==> src/pkg/obs_pkg.sv <==
// constants and types shared by the operand b source selector
package obs_pkg;

  // number of programmable outputs and field widths
  localparam int NUM_OUT = 4;
  localparam int SEL_W = 7;
  localparam int MODE_W = 3;
  localparam int NUM_BOOL = 80;
  localparam int ADDR_W = 8;
  localparam int DATA_W = 32;
  localparam int SPEED_W = 16;

  // register byte offsets; one 32-bit word per register
  localparam logic [7:0] OFS_MODE_BASE = 8'h00;
  localparam logic [7:0] OFS_SEL_BASE = 8'h10;
  localparam logic [7:0] OFS_STATUS = 8'h20;
  localparam logic [7:0] REG_STRIDE = 8'h04;

  // status register field positions
  localparam int ST_BOOL_LSB = 0;
  localparam int ST_TEST_LSB = 4;
  localparam int ST_KWH_BIT = 8;
  localparam int ST_FWD_BIT = 9;
  localparam int ST_REV_BIT = 10;

  // values after reset
  localparam logic [MODE_W-1:0] MODE_RST = 3'h0;
  localparam logic [SEL_W-1:0] SEL_RST = 7'h00;

  // output operating modes
  typedef enum logic [MODE_W-1:0] {
    OBS_MODE_OFF = 3'b000,
    OBS_MODE_DIGITAL = 3'b001,
    OBS_MODE_DOUBLE = 3'b010,
    OBS_MODE_ANALOG = 3'b011,
    OBS_MODE_BRAKE = 3'b100,
    OBS_MODE_ABS_BRAKE = 3'b101,
    OBS_MODE_ABS_LIFT = 3'b110,
    OBS_MODE_PWM = 3'b111
  } obs_mode_e;

  // source codes that the checks refer to
  localparam logic [SEL_W-1:0] SRC_DISABLED = 7'h00;
  localparam logic [SEL_W-1:0] SRC_FWD_RUN = 7'h05;
  localparam logic [SEL_W-1:0] SRC_REV_RUN = 7'h06;
  localparam logic [SEL_W-1:0] SRC_LIMITING = 7'h09;
  localparam logic [SEL_W-1:0] SRC_INPUT_ONE = 7'h0d;
  localparam logic [SEL_W-1:0] SRC_ENABLE = 7'h15;
  localparam logic [SEL_W-1:0] SRC_RESERVED_A = 7'h43;
  localparam logic [SEL_W-1:0] SRC_KWH = 7'h4a;

  // speed dead band in tenths of rpm (0.5 rpm)
  localparam logic signed [SPEED_W-1:0] SPEED_DEADBAND_DRPM = 16'sh0005;

  // energy pulse length
  localparam int KWH_PULSE_MS = 500;
  localparam longint CLK_FREQ_HZ = 100_000_000;
  localparam int KWH_PULSE_CYC = int'((64'(KWH_PULSE_MS) * CLK_FREQ_HZ) / 64'd1000);

endpackage

==> src/hw/obs_b_slice.sv <==
// one operand b multiplexer slice with registered result
`timescale 1ns/10ps
module obs_b_slice #(
  parameter int NUM_SRC = obs_pkg::NUM_BOOL,
  parameter int SEL_W = obs_pkg::SEL_W
) (
  input wire logic clk,
  input wire logic rst_n,
  input wire logic [NUM_SRC-1:0] src_vec,
  input wire logic [SEL_W-1:0] sel_code,
  input wire logic b_active,
  output logic b_bool_reg,
  output logic b_test_en_reg
);

  logic b_bool_next;
  logic b_test_en_next;
  wire is_bool;
  wire picked;

  // codes below the boolean count pick a flag, the rest are analog
  assign is_bool = int'(sel_code) < NUM_SRC;
  assign picked = is_bool ? src_vec[sel_code] : 1'b0;
  // boolean source bypasses the comparison, analog one enables it
  assign b_bool_next = b_active & picked;
  assign b_test_en_next = b_active & ~is_bool;

  // result register, cleared on reset
  always_ff @(posedge clk)
  begin
    if (!rst_n)
    begin
      b_bool_reg <= 1'b0;
      b_test_en_reg <= 1'b0;
    end
    else
    begin
      b_bool_reg <= b_bool_next;
      b_test_en_reg <= b_test_en_next;
    end
  end

endmodule

==> src/hw/obs_pulse_stretch.sv <==
// retriggerable pulse stretcher of fixed length
`timescale 1ns/10ps
module obs_pulse_stretch #(
  parameter int LEN = obs_pkg::KWH_PULSE_CYC,
  parameter int CNT_W = 32
) (
  input wire logic clk,
  input wire logic rst_n,
  input wire logic trig,
  output logic pulse_reg
);

  localparam logic [CNT_W-1:0] LEN_C = CNT_W'(LEN);
  localparam logic [CNT_W-1:0] ONE_C = CNT_W'(1);

  logic [CNT_W-1:0] cnt_reg;
  logic [CNT_W-1:0] cnt_next;
  logic pulse_next;

  // a trigger reloads, otherwise count down to zero
  assign cnt_next = trig ? LEN_C : ((cnt_reg != '0) ? cnt_reg - ONE_C : '0);
  assign pulse_next = cnt_next != '0;

  // counter and output flop
  always_ff @(posedge clk)
  begin
    if (!rst_n)
    begin
      cnt_reg <= '0;
      pulse_reg <= 1'b0;
    end
    else
    begin
      cnt_reg <= cnt_next;
      pulse_reg <= pulse_next;
    end
  end

endmodule

==> src/hw/obs_selector_b.sv <==
// operand b source selector for four programmable outputs
// Operation
// - boolean source skips test b comparison
// - select locked in modes off, digital and analog
// - codes 1-4 give run and alarm status
// - code 5 true above +0.5 rpm
// - code 6 true below -0.5 rpm
// - codes 7-9 give limiting, motor, generator, either
// - codes 13-20 are input remote OR pin
// - codes 21-22 are enables remote AND pin
// - codes 23-31 are delayed inputs and enable
// - codes 34-37 are fieldbus command bits
// - codes 42-49 are auxiliary expansion inputs
// - codes 50-53 are delayed logic blocks
// - codes 54-55 are maintenance intervals elapsed
// - codes 56-59 feed back delayed outputs
// - code 65 ORs four warnings
// - code 66 flags deceleration to stop
// - code 74 pulses 500 ms per kWh
// - code 10 gives precharge relay ok
// - codes 11-12 give regulator saturation limits
// - select reachable only in modes 2 and 4 to 7
//
// Design decisions made here: the register offsets and the address-and-strobe port.
`timescale 1ns/10ps
module obs_selector_b #(
  parameter int NUM_OUT = obs_pkg::NUM_OUT,
  parameter int KWH_PULSE_CYCLES = obs_pkg::KWH_PULSE_CYC
) (
  input wire logic clk,
  input wire logic rst_n,
  input wire logic [obs_pkg::ADDR_W-1:0] reg_addr,
  input wire logic [obs_pkg::DATA_W-1:0] reg_wdata,
  input wire logic reg_wr,
  input wire logic reg_rd,
  output logic [obs_pkg::DATA_W-1:0] reg_rdata,
  input wire logic drive_running,
  input wire logic drive_alarm,
  input wire logic signed [obs_pkg::SPEED_W-1:0] speed_drpm,
  input wire logic limit_motoring,
  input wire logic limit_generating,
  input wire logic precharge_ok,
  input wire logic pid_out_max,
  input wire logic pid_out_min,
  input wire logic [7:0] multifunction_input_remote,
  input wire logic [7:0] multifunction_input_pin,
  input wire logic enable_remote,
  input wire logic enable_pin,
  input wire logic software_enable_function_remote,
  input wire logic software_enable_function_pin,
  input wire logic [7:0] multifunction_input_delayed,
  input wire logic enable_delayed,
  input wire logic tracking_error,
  input wire logic fan_fault_warning,
  input wire logic [3:0] fieldbus_cmd,
  input wire logic fire_mode,
  input wire logic local_mode,
  input wire logic speed_ok,
  input wire logic fan_on,
  input wire logic [7:0] auxiliary_input,
  input wire logic [3:0] logic_block_delayed,
  input wire logic operation_time_maintenance_elapsed,
  input wire logic supply_time_maintenance_elapsed,
  input wire logic [3:0] programmable_output_delayed,
  input wire logic [3:0] timed_flag,
  input wire logic temp_sensor_fault_warning,
  input wire logic operation_time_over_warning,
  input wire logic supply_time_over_warning,
  input wire logic dec_to_stop,
  input wire logic accelerating,
  input wire logic decelerating,
  input wire logic kwh_tick,
  output logic [NUM_OUT-1:0] operand_b_bool,
  output logic [NUM_OUT-1:0] operand_b_test_en,
  output logic [NUM_OUT*obs_pkg::SEL_W-1:0] operand_b_code
);

  localparam int SEL_W = obs_pkg::SEL_W;
  localparam int MODE_W = obs_pkg::MODE_W;

  // operand b path is live only in modes that use a second operand
  function automatic logic b_access_ok(input logic [MODE_W-1:0] mode);
    b_access_ok = (mode != obs_pkg::OBS_MODE_OFF)
      && (mode != obs_pkg::OBS_MODE_DIGITAL)
      && (mode != obs_pkg::OBS_MODE_ANALOG);
  endfunction

  logic [MODE_W-1:0] mode_reg [NUM_OUT];
  logic [SEL_W-1:0] sel_reg [NUM_OUT];
  logic [NUM_OUT-1:0] b_act;
  logic [obs_pkg::DATA_W-1:0] rdata_next;
  logic [obs_pkg::NUM_BOOL-1:0] src_vec;
  logic kwh_pulse;

  wire fwd_run;
  wire rev_run;
  wire limiting_any;
  wire run_alarm;
  wire cumulative_warning;
  wire [7:0] input_merged;
  wire enable_merged;
  wire sw_enable_merged;
  wire [SEL_W-1:0] wdata_sel;
  wire [MODE_W-1:0] wdata_mode;

  // speed direction against the dead band
  assign fwd_run = speed_drpm > obs_pkg::SPEED_DEADBAND_DRPM;
  assign rev_run = speed_drpm < -obs_pkg::SPEED_DEADBAND_DRPM;

  // merged status terms
  assign limiting_any = limit_motoring | limit_generating;
  assign run_alarm = drive_alarm & drive_running;
  assign input_merged = multifunction_input_remote | multifunction_input_pin;
  assign enable_merged = enable_remote & enable_pin;
  assign sw_enable_merged = software_enable_function_remote
    & software_enable_function_pin;
  assign cumulative_warning = fan_fault_warning | temp_sensor_fault_warning
    | operation_time_over_warning | supply_time_over_warning;

  // energy pulse, one stretched pulse per kilowatt-hour
  obs_pulse_stretch #(
    .LEN(KWH_PULSE_CYCLES),
    .CNT_W(32)
  ) u_kwh (
    .clk(clk),
    .rst_n(rst_n),
    .trig(kwh_tick),
    .pulse_reg(kwh_pulse)
  );

  // boolean source table, highest code first; reserved codes tie low
  assign src_vec = {
    5'h00, // codes 79..75 reserved
    kwh_pulse, // code 74
    4'h0, // codes 73..70 reserved
    decelerating, // code 69
    accelerating, // code 68
    1'b0, // code 67 reserved
    dec_to_stop, // code 66
    cumulative_warning, // code 65
    temp_sensor_fault_warning, // code 64
    timed_flag, // codes 63..60
    programmable_output_delayed, // codes 59..56
    supply_time_maintenance_elapsed, // code 55
    operation_time_maintenance_elapsed, // code 54
    logic_block_delayed, // codes 53..50
    auxiliary_input, // codes 49..42
    fan_on, // code 41
    speed_ok, // code 40
    local_mode, // code 39
    fire_mode, // code 38
    fieldbus_cmd, // codes 37..34
    fan_fault_warning, // code 33
    tracking_error, // code 32
    enable_delayed, // code 31
    multifunction_input_delayed, // codes 30..23
    sw_enable_merged, // code 22
    enable_merged, // code 21
    input_merged, // codes 20..13
    pid_out_min, // code 12
    pid_out_max, // code 11
    precharge_ok, // code 10
    limiting_any, // code 9
    limit_generating, // code 8
    limit_motoring, // code 7
    rev_run, // code 6
    fwd_run, // code 5
    run_alarm, // code 4
    drive_alarm, // code 3
    ~drive_alarm, // code 2
    drive_running, // code 1
    1'b0 // code 0 always false
  };

  assign wdata_sel = reg_wdata[SEL_W-1:0];
  assign wdata_mode = reg_wdata[MODE_W-1:0];

  // per-output mode and select registers plus mux slice
  genvar gi;
  generate
    for (gi = 0; gi < NUM_OUT; gi++)
    begin : g_out
      localparam logic [7:0] MODE_ADDR = obs_pkg::OFS_MODE_BASE
        + 8'(gi * obs_pkg::REG_STRIDE);
      localparam logic [7:0] SEL_ADDR = obs_pkg::OFS_SEL_BASE
        + 8'(gi * obs_pkg::REG_STRIDE);
      wire mode_hit;
      wire sel_hit;

      // select writes are dropped while the mode locks it out
      assign mode_hit = reg_wr && (reg_addr == MODE_ADDR);
      assign sel_hit = reg_wr && (reg_addr == SEL_ADDR)
        && b_access_ok(mode_reg[gi]);
      assign b_act[gi] = b_access_ok(mode_reg[gi]);

      // configuration registers
      always_ff @(posedge clk)
      begin
        if (!rst_n)
        begin
          mode_reg[gi] <= obs_pkg::MODE_RST;
          sel_reg[gi] <= obs_pkg::SEL_RST;
        end
        else
        begin
          if (mode_hit)
            mode_reg[gi] <= wdata_mode;
          if (sel_hit)
            sel_reg[gi] <= wdata_sel;
        end
      end

      // registered multiplexer for this output
      obs_b_slice #(
        .NUM_SRC(obs_pkg::NUM_BOOL),
        .SEL_W(SEL_W)
      ) u_slice (
        .clk(clk),
        .rst_n(rst_n),
        .src_vec(src_vec),
        .sel_code(sel_reg[gi]),
        .b_active(b_act[gi]),
        .b_bool_reg(operand_b_bool[gi]),
        .b_test_en_reg(operand_b_test_en[gi])
      );

      assign operand_b_code[gi*SEL_W +: SEL_W] = sel_reg[gi];
    end
  endgenerate

  // read decode
  wire [1:0] rd_idx;
  wire rd_is_mode;
  wire rd_is_sel;
  wire rd_is_status;
  wire [obs_pkg::DATA_W-1:0] status_word;

  assign rd_idx = reg_addr[3:2];
  assign rd_is_mode = (reg_addr[7:4] == obs_pkg::OFS_MODE_BASE[7:4])
    && (reg_addr[1:0] == 2'h0);
  assign rd_is_sel = (reg_addr[7:4] == obs_pkg::OFS_SEL_BASE[7:4])
    && (reg_addr[1:0] == 2'h0);
  assign rd_is_status = reg_addr == obs_pkg::OFS_STATUS;

  // live state seen by software
  assign status_word = {
    21'h00_0000,
    rev_run,
    fwd_run,
    kwh_pulse,
    operand_b_test_en,
    operand_b_bool
  };

  // locked selects read as zero; unmapped reads as zero
  assign rdata_next = !reg_rd ? 32'h0000_0000
    : rd_is_mode ? {29'h0000_0000, mode_reg[rd_idx]}
    : (rd_is_sel && b_access_ok(mode_reg[rd_idx])) ? {25'h000_0000, sel_reg[rd_idx]}
    : rd_is_status ? status_word
    : 32'h0000_0000;

  // read data stand one cycle after the strobe
  always_ff @(posedge clk)
  begin
    if (!rst_n)
      reg_rdata <= 32'h0000_0000;
    else
      reg_rdata <= rdata_next;
  end

  // helper counter of energy pulse length
  logic [31:0] kwh_len_reg;
  always_ff @(posedge clk)
  begin
    if (!rst_n)
      kwh_len_reg <= 32'h0000_0000;
    else if (kwh_tick)
      kwh_len_reg <= 32'h0000_0000;
    else if (kwh_pulse)
      kwh_len_reg <= kwh_len_reg + 32'h0000_0001;
  end

  wire [7:0] sel0_addr;
  assign sel0_addr = obs_pkg::OFS_SEL_BASE;
endmodule

==> config.mk <==
export PLATFORM = sky130hd
export DESIGN_NAME = obs_selector_b
export DESIGN_NICKNAME = d
export VERILOG_FILES = /design/src/pkg/obs_pkg.sv /design/src/hw/obs_b_slice.sv /design/src/hw/obs_pulse_stretch.sv /design/src/hw/obs_selector_b.sv
export SDC_FILE = /design/constraint.sdc
export NUM_CORES = 1
export LEC_CHECK = 0
export BUFFER_PORTS_ARGS = -buffer_cell sky130_fd_sc_hd__clkbuf_2
export CORE_AREA = 2 2 208 108
export CTS_CLUSTER_SIZE = 28
export DETAILED_ROUTE_END_ITERATION = 12
export DIE_AREA = 0 0 210 110
export PLACE_DENSITY = 0.69
export RECOVER_POWER = 100
export SYNTH_ARGS = -nofsm -noshare
export SYNTH_HDL_FRONTEND = slang
export SYNTH_SLANG_ARGS = --single-unit
==> constraint.sdc <==
create_clock -name clk -period 6.3 [get_ports clk]
set_clock_uncertainty 0.1 [all_clocks]
set_input_delay 0 -clock clk [delete_from_list [all_inputs] [get_ports clk]]
set_output_delay 0 -clock clk [all_outputs]
set_load 0.01 [all_outputs]
# After elaboration in Yosys (flattened, before gate mapping)
# Memory sizes are Yosys's and may differ from the RTL's.
# Index checks and enable logic that the tools add are counted.
# word_totals
in_bits	135
mem_count	2
register_bits	73
wordCells	167
mem_bits_rw	40
# classes
mux	50
magnitude_cmp	10
bitwise_logic	32
n_reduce_logical	39
add_sub_neg	1
eq_ne	19
# memory_table
name	depth	width	rd	rd_ports_with_merged_regs	write_ports	line_no	rtl
sel_reg	4	7	5	0	4	obs_selector_b.sv:89	logic [SEL_W-1:0] sel_reg [NUM_OUT];
mode_reg	4	3	5	0	4	obs_selector_b.sv:88	logic [MODE_W-1:0] mode_reg [NUM_OUT];
# ops
operator	count
$mux 32	2
$reduce_bool 32->1	2
$mux 7	6
$mux 1	33
$eq 8x5->1 const B	4
$lt 7x8->1 const B	4
$sub 32x1->32 const B	1
$bmux 1 s7	4
$lt 7x7->1 const B	4
$logic_and 1x1->1	25
$eq 8x4->1 const B	2
$gt 16x4->1 const B	1
$lt 16x4->1 const B	1
$mux 3	5
$ne 3x1->1 const B	5
$ne 3x2->1 const B	5
$reduce_bool 3->1	5
$or 1x1->1	12
$and 1x1->1	11
$eq 8x3->1 const B	1
$eq 8x6->1 const B	1
$logic_not 8->1	1
$not 1->1	8
$or 8x8->8	1
other kinds (7)	7

# Logic depth before layout (Yosys ltp)
# An unclocked memory read counts as a cell.
# logic_depth
word_depth	9
depth_mapped	10

# Hierarchy
# A second synthesis with hierarchy kept.
# unflattened
cells_unflattened	621
area_unflattened_um2	7488.4
# modules_own_cells
mod	seq_area_each_um2	instances	cells_per_inst	area_per_inst_um2
obs_b_slice	40.0	4	48	748.2
obs_selector_b	1421.4	1	221	2711.4
obs_pulse_stretch	660.6	1	208	1784.2

# Worst setup path before layout
# No wires, ideal clock.
# synth_timing
kind	reg2reg
startpoint	mem sel_reg[0][0]
endpoint	reg g_out[0].u_slice.b_bool_reg
path_buffers	1
required_ns	6.077
arrival_time_ns	2.415
setup_ns	0.123
period_less_slack_ns	2.639
path_slack_ns	3.661
path_stages_with_launch	7
path_cell_list	edfxtp_1 > buf_1 > mux4_2 > mux4_2 > mux2_2 > a21oi_1 > a21oi_1
# synth_lines
item	line_no	rtl
start: declaration	obs_selector_b.sv:89	
end signal: assignment	obs_b_slice.sv:38	b_bool_reg <= b_bool_next;
end: declaration	obs_b_slice.sv:12	output logic b_bool_reg,

# Worst setup path after layout
# layout_timing
startpoint	reg u_kwh.cnt_reg[18]
endpoint	reg u_kwh.cnt_reg[30]
# layout_between
elab_chain_cells	3
word_cells_on_any_way	4
cone_classes	add/sub: 1; mux: 2; reduce/logical: 1
# layout_rtl
item	line_no	rtl
start: declaration	obs_pulse_stretch.sv:16	logic [CNT_W-1:0] cnt_reg;
start signal: assignment	obs_pulse_stretch.sv:34	cnt_reg <= cnt_next;
$sub 32x1->32 / $reduce_bool 32->1 (equally long branches)	obs_pulse_stretch.sv:21	assign cnt_next = trig ? LEN_C : ((cnt_reg != '0) ? cnt_reg - ONE_C : '0);
$mux 32 * (2 in a row)	obs_pulse_stretch.sv:21	
# Mark *: on every way between the ends. The rest lies on a longest branch, timed or not.
# A chain may end at the register's enable or synchronous reset.

==> impl_results.md <==
- DRT Pass-1 Iters: 5
- Critical Path Source Type: flip-flop
- Violated checks: capacitance limit, slew limit
- Post-synthesis to final-layout area growth: 14.89%
- Number of sinks driven by the clock tree: 92
- Placement Rows: 38
- DRT antenna net count: 0
- List of cells traversed by the critical path: nor4_1 -> nand4b_4 -> or4_1 -> nor4b_1 -> clkbuf_1 -> or3b_1 -> o21ba_2
- Reg2reg start: u_kwh.cnt_reg[18]$_SDFF_PN0_
- Ys Warns: 0
- Register-to-register setup slack: 2200 ps
- Leakage: 3.022 nW
- Hold path startpoint: temp_sensor_fault_warning
- Die H: 110 um
- Hold Path Depth: 5
- Depth of the CTS H-tree: 3
- Routed wire per std cell: 21.87 um
- Peak supply drop: 0.1057 mV
- Final core utilization: 0.3970
- Ys flop type: sky130_fd_sc_hd__dfxtp_1
- Period Utilization, post-route: 0.6511
- Number of nets at the end of the flow: 1028
- Layout Cells excl Fill: 1176
- Total global routing overflow: 0
- Initial antenna violation count: 0
- Ratio of cells with drive above 1 in the final layout: 0.2344
- Flip-flop count of the largest register after layout: 32
- Via count: 7054
- CTS tree: yes
- Number of flops mapped to enable cells by yosys: 40
- Largest area contributor in the synthesized netlist: sky130_fd_sc_hd__mux4_2
- First-pass GRT wire length: 38.74 mm
- Vias per inst: 5.998
- Root buffer cell: sky130_fd_sc_hd__clkbuf_16
- Critical path arrival: 4230 ps
- Worst slew margin relative to its limit: -0.3664
- Synth Cell Area: 0.007343 mm^2
- Post-Route Setup TNS: 0 ps
- Final setup violation count: 0
- Endpoint of the most critical register-to-register path: u_kwh.cnt_reg[30]$_SDFF_PN0_
- CTS Buffer Depth: 2
- Outcome: finished, violations left
- Pin count of the biggest net entering global routing: 32
- R2r worst-path depth: 7
- P per Cell Area: 184.7 mW/mm^2
- Number of instances in the synthesized netlist: 762
- Die outline width: 210 um
- Clock latency on the worst-skew pair: 340 ps
- Max incr delay on CP: 810 ps
- Number of buffers added on ports: 156
- Final number of hold-violating endpoints: 0
- Tightest Pin Transition: 2050 ps
- Drt total wl: 25.72 mm
- Area of the core region: 0.02125 mm^2
- Starting Density: 0.3455
- Share of synthesized registers carrying an async set or reset: 0
- Number of distinct library cells after synthesis: 78
- Count of unresolved DRC violations after routing: 0
- Final-report max-slew violation count: 184
- Share of synthesized area occupied by flip-flops and latches: 0.3053
- Clock-pin slew of the registers on the worst-case setup and hold paths: 70 ps
- Placed Cells: 1150
- Worst setup path class: reg2reg
- Worst-path fanout max: 20
- Master of the slowest instance on the critical path: sky130_fd_sc_hd__nor4_1
- Area contributors post-synth: sky130_fd_sc_hd__mux4_2 18%, sky130_fd_sc_hd__edfxtp_1 16%, sky130_fd_sc_hd__dfxtp_1 14%
- Most used standard cell by instance count after synthesis: sky130_fd_sc_hd__nor2_1
- Worst slack at placement: 3063 ps
- Post-detail-place hpwl: 20.40 mm
- N_diodes: 0
- Number of global-route vias before repair: 6325
- Routability cong.: 0.9790
- Max-cap violation count: 6
- Die area: 0.02310 mm^2
- Number of CTS-inserted buffers: 9
- Type of destination of the critical path: flip-flop
- Drt first-iter violations: 941
- Tmin final: 4102 ps
- Setup repair after global routing missed its margin: false
- Number of storage elements in the synthesis netlist: 92
- Area fraction of the dominant cell type after synthesis: 0.1810
- Overall routing resource usage: 0.2235
- Crit path required time: 6430 ps
- Worst min-delay path endpoint: g_out[2].u_slice.b_bool_reg$_SDFF_PN0_
- Synth cell count leaders: 72 x sky130_fd_sc_hd__nor2_1, 59 x sky130_fd_sc_hd__mux4_2, 52 x sky130_fd_sc_hd__dfxtp_1, 43 x sky130_fd_sc_hd__nand2_1, 40 x sky130_fd_sc_hd__edfxtp_1
- Maximum frequency from static timing analysis: 243.8 MHz
- Top Ports: 203
- Post-layout worst setup margin: 2198 ps
- Tightest Hold Check Type: in2reg
- Syn avg cell area: 9.637 um^2
## stage by stage
stage | hold slack [ps] | power [mW] | instance area [um^2]
final | 28.89 | 1.559 | 8437
after global routing | 91.88 | 1.626 | 8437
after CTS | 1.575 | 1.559 | 8556
after detailed placement | 227.8 | 1.058 | 8187
after global placement | 225.6 | 1.052 | 8187
after floorplan | 23.81 | 0.9399 | 7418
## power breakdown
group	switching (mW)	total [mW]	leakage, nW	internal (mW)
Combinational	0.213	0.373	2.05	0.160
Sequential	0.0432	0.689	0.840	0.646
Clock	0.229	0.497	0.131	0.268
Total	0.485	1.56	3.02	1.07
## cells by family (layout without fill, tap and decap cells)
logic type,Yosys count,count (layout),share of synthesized area
fa+ha+maj,2,2,0.003407
xor+xnor,30,30,0.03578
flops,92,92,0.3053
buf+inv,105,219,0.07395
mux,76,76,0.2046
other cells,1,21,0.0005107
simple gates,299,299,0.2271
compound gates,157,157,0.1493
## area by class of cell
type	count	area, um^2
Fill cell	2121	12820
Timing Repair Buffer	177	878.3
Multi-Input combinational cell	585	4599
Tap cell	280	350.3
Inverter	26	97.59
Clock inverter	6	40.04
Sequential cell	92	2242
Clock buffer	10	229.0
## placed cells by master, fill, tap and decap left out, types with 5 or more instances in the layout
cell type | netlist | routed
sky130_fd_sc_hd__o211ai_1 | 5 | 5
sky130_fd_sc_hd__clkbuf_16 | 0 | 9
sky130_fd_sc_hd__o31ai_1 | 7 | 7
sky130_fd_sc_hd__nand2_1 | 43 | 43
sky130_fd_sc_hd__nand4_1 | 12 | 12
sky130_fd_sc_hd__nor3b_1 | 9 | 9
sky130_fd_sc_hd__or2_2 | 7 | 7
sky130_fd_sc_hd__and2_0 | 0 | 29
sky130_fd_sc_hd__nor2b_1 | 7 | 7
sky130_fd_sc_hd__nor4_1 | 17 | 18
sky130_fd_sc_hd__nand2b_1 | 9 | 9
sky130_fd_sc_hd__inv_1 | 26 | 26
sky130_fd_sc_hd__a2111oi_0 | 6 | 6
sky130_fd_sc_hd__or3_1 | 8 | 8
sky130_fd_sc_hd__mux4_2 | 59 | 59
sky130_fd_sc_hd__nor3_1 | 30 | 30
sky130_fd_sc_hd__a211oi_1 | 21 | 21
sky130_fd_sc_hd__nand3b_1 | 8 | 8
sky130_fd_sc_hd__xnor2_1 | 22 | 22
sky130_fd_sc_hd__dfxtp_1 | 52 | 52
sky130_fd_sc_hd__mux2i_1 | 14 | 14
sky130_fd_sc_hd__clkbuf_2 | 1 | 115
sky130_fd_sc_hd__nand3_1 | 15 | 15
sky130_fd_sc_hd__edfxtp_1 | 40 | 40
sky130_fd_sc_hd__nor2_1 | 72 | 72
sky130_fd_sc_hd__clkbuf_1 | 31 | 51
sky130_fd_sc_hd__conb_1 | 1 | 21
sky130_fd_sc_hd__o21ai_0 | 37 | 38
sky130_fd_sc_hd__xor2_1 | 8 | 8
sky130_fd_sc_hd__dlygate4sd3_1 | 0 | 10
sky130_fd_sc_hd__a21oi_1 | 27 | 27
sky130_fd_sc_hd__and2_1 | 36 | 7
## worst max-delay path by stage
stage / start / end / slack, ps / cells after the start
floorplan: sel_reg[0][0]$_SDFFCE_PN0P_ / g_out[0].u_slice.b_bool_reg$_SDFF_PN0_ / 3660 / 6
global placement: u_kwh.cnt_reg[18]$_SDFF_PN0_ / u_kwh.cnt_reg[30]$_SDFF_PN0_ / 3130 / 7
detailed placement: u_kwh.cnt_reg[18]$_SDFF_PN0_ / u_kwh.cnt_reg[30]$_SDFF_PN0_ / 3060 / 7
CTS: u_kwh.cnt_reg[18]$_SDFF_PN0_ / u_kwh.cnt_reg[30]$_SDFF_PN0_ / 3050 / 7
global route: u_kwh.cnt_reg[18]$_SDFF_PN0_ / u_kwh.cnt_reg[30]$_SDFF_PN0_ / 1920 / 7
finish: u_kwh.cnt_reg[18]$_SDFF_PN0_ / u_kwh.cnt_reg[30]$_SDFF_PN0_ / 2200 / 7
## metal layers
layer / routed length [um] / vias to the layer above / GRT usage / part of all wire
li1: - / 3129 / - / -
met1: 12050 / 3410 / 0.3440 / 0.47
met2: 9082 / 497 / 0.2655 / 0.35
met3: 4398 / 14 / 0.1224 / 0.17
met4: 95 / 4 / 0.01976 / 0.0037
met5: 94 / - / 0.01724 / 0.0037
## critical path: cells and delay by family (launching register included)
family / cells / cell delay [ps]
AO/OA/AOI/OAI: 1 / 250
buffers and inverters: 1 / 500
flip-flops: 1 / 400
AND/OR/NAND/NOR: 5 / 2740
## repair_timing
action / CTS / global route
hold buffers: 10 / 0
setup buffers: 0 / 0
endpoints found under the hold margin: 30 / 0
gates resized for setup: 0 / 0
setup endpoints to repair: 0 / 0
Note: power is estimated with default switching activity, not from simulation.
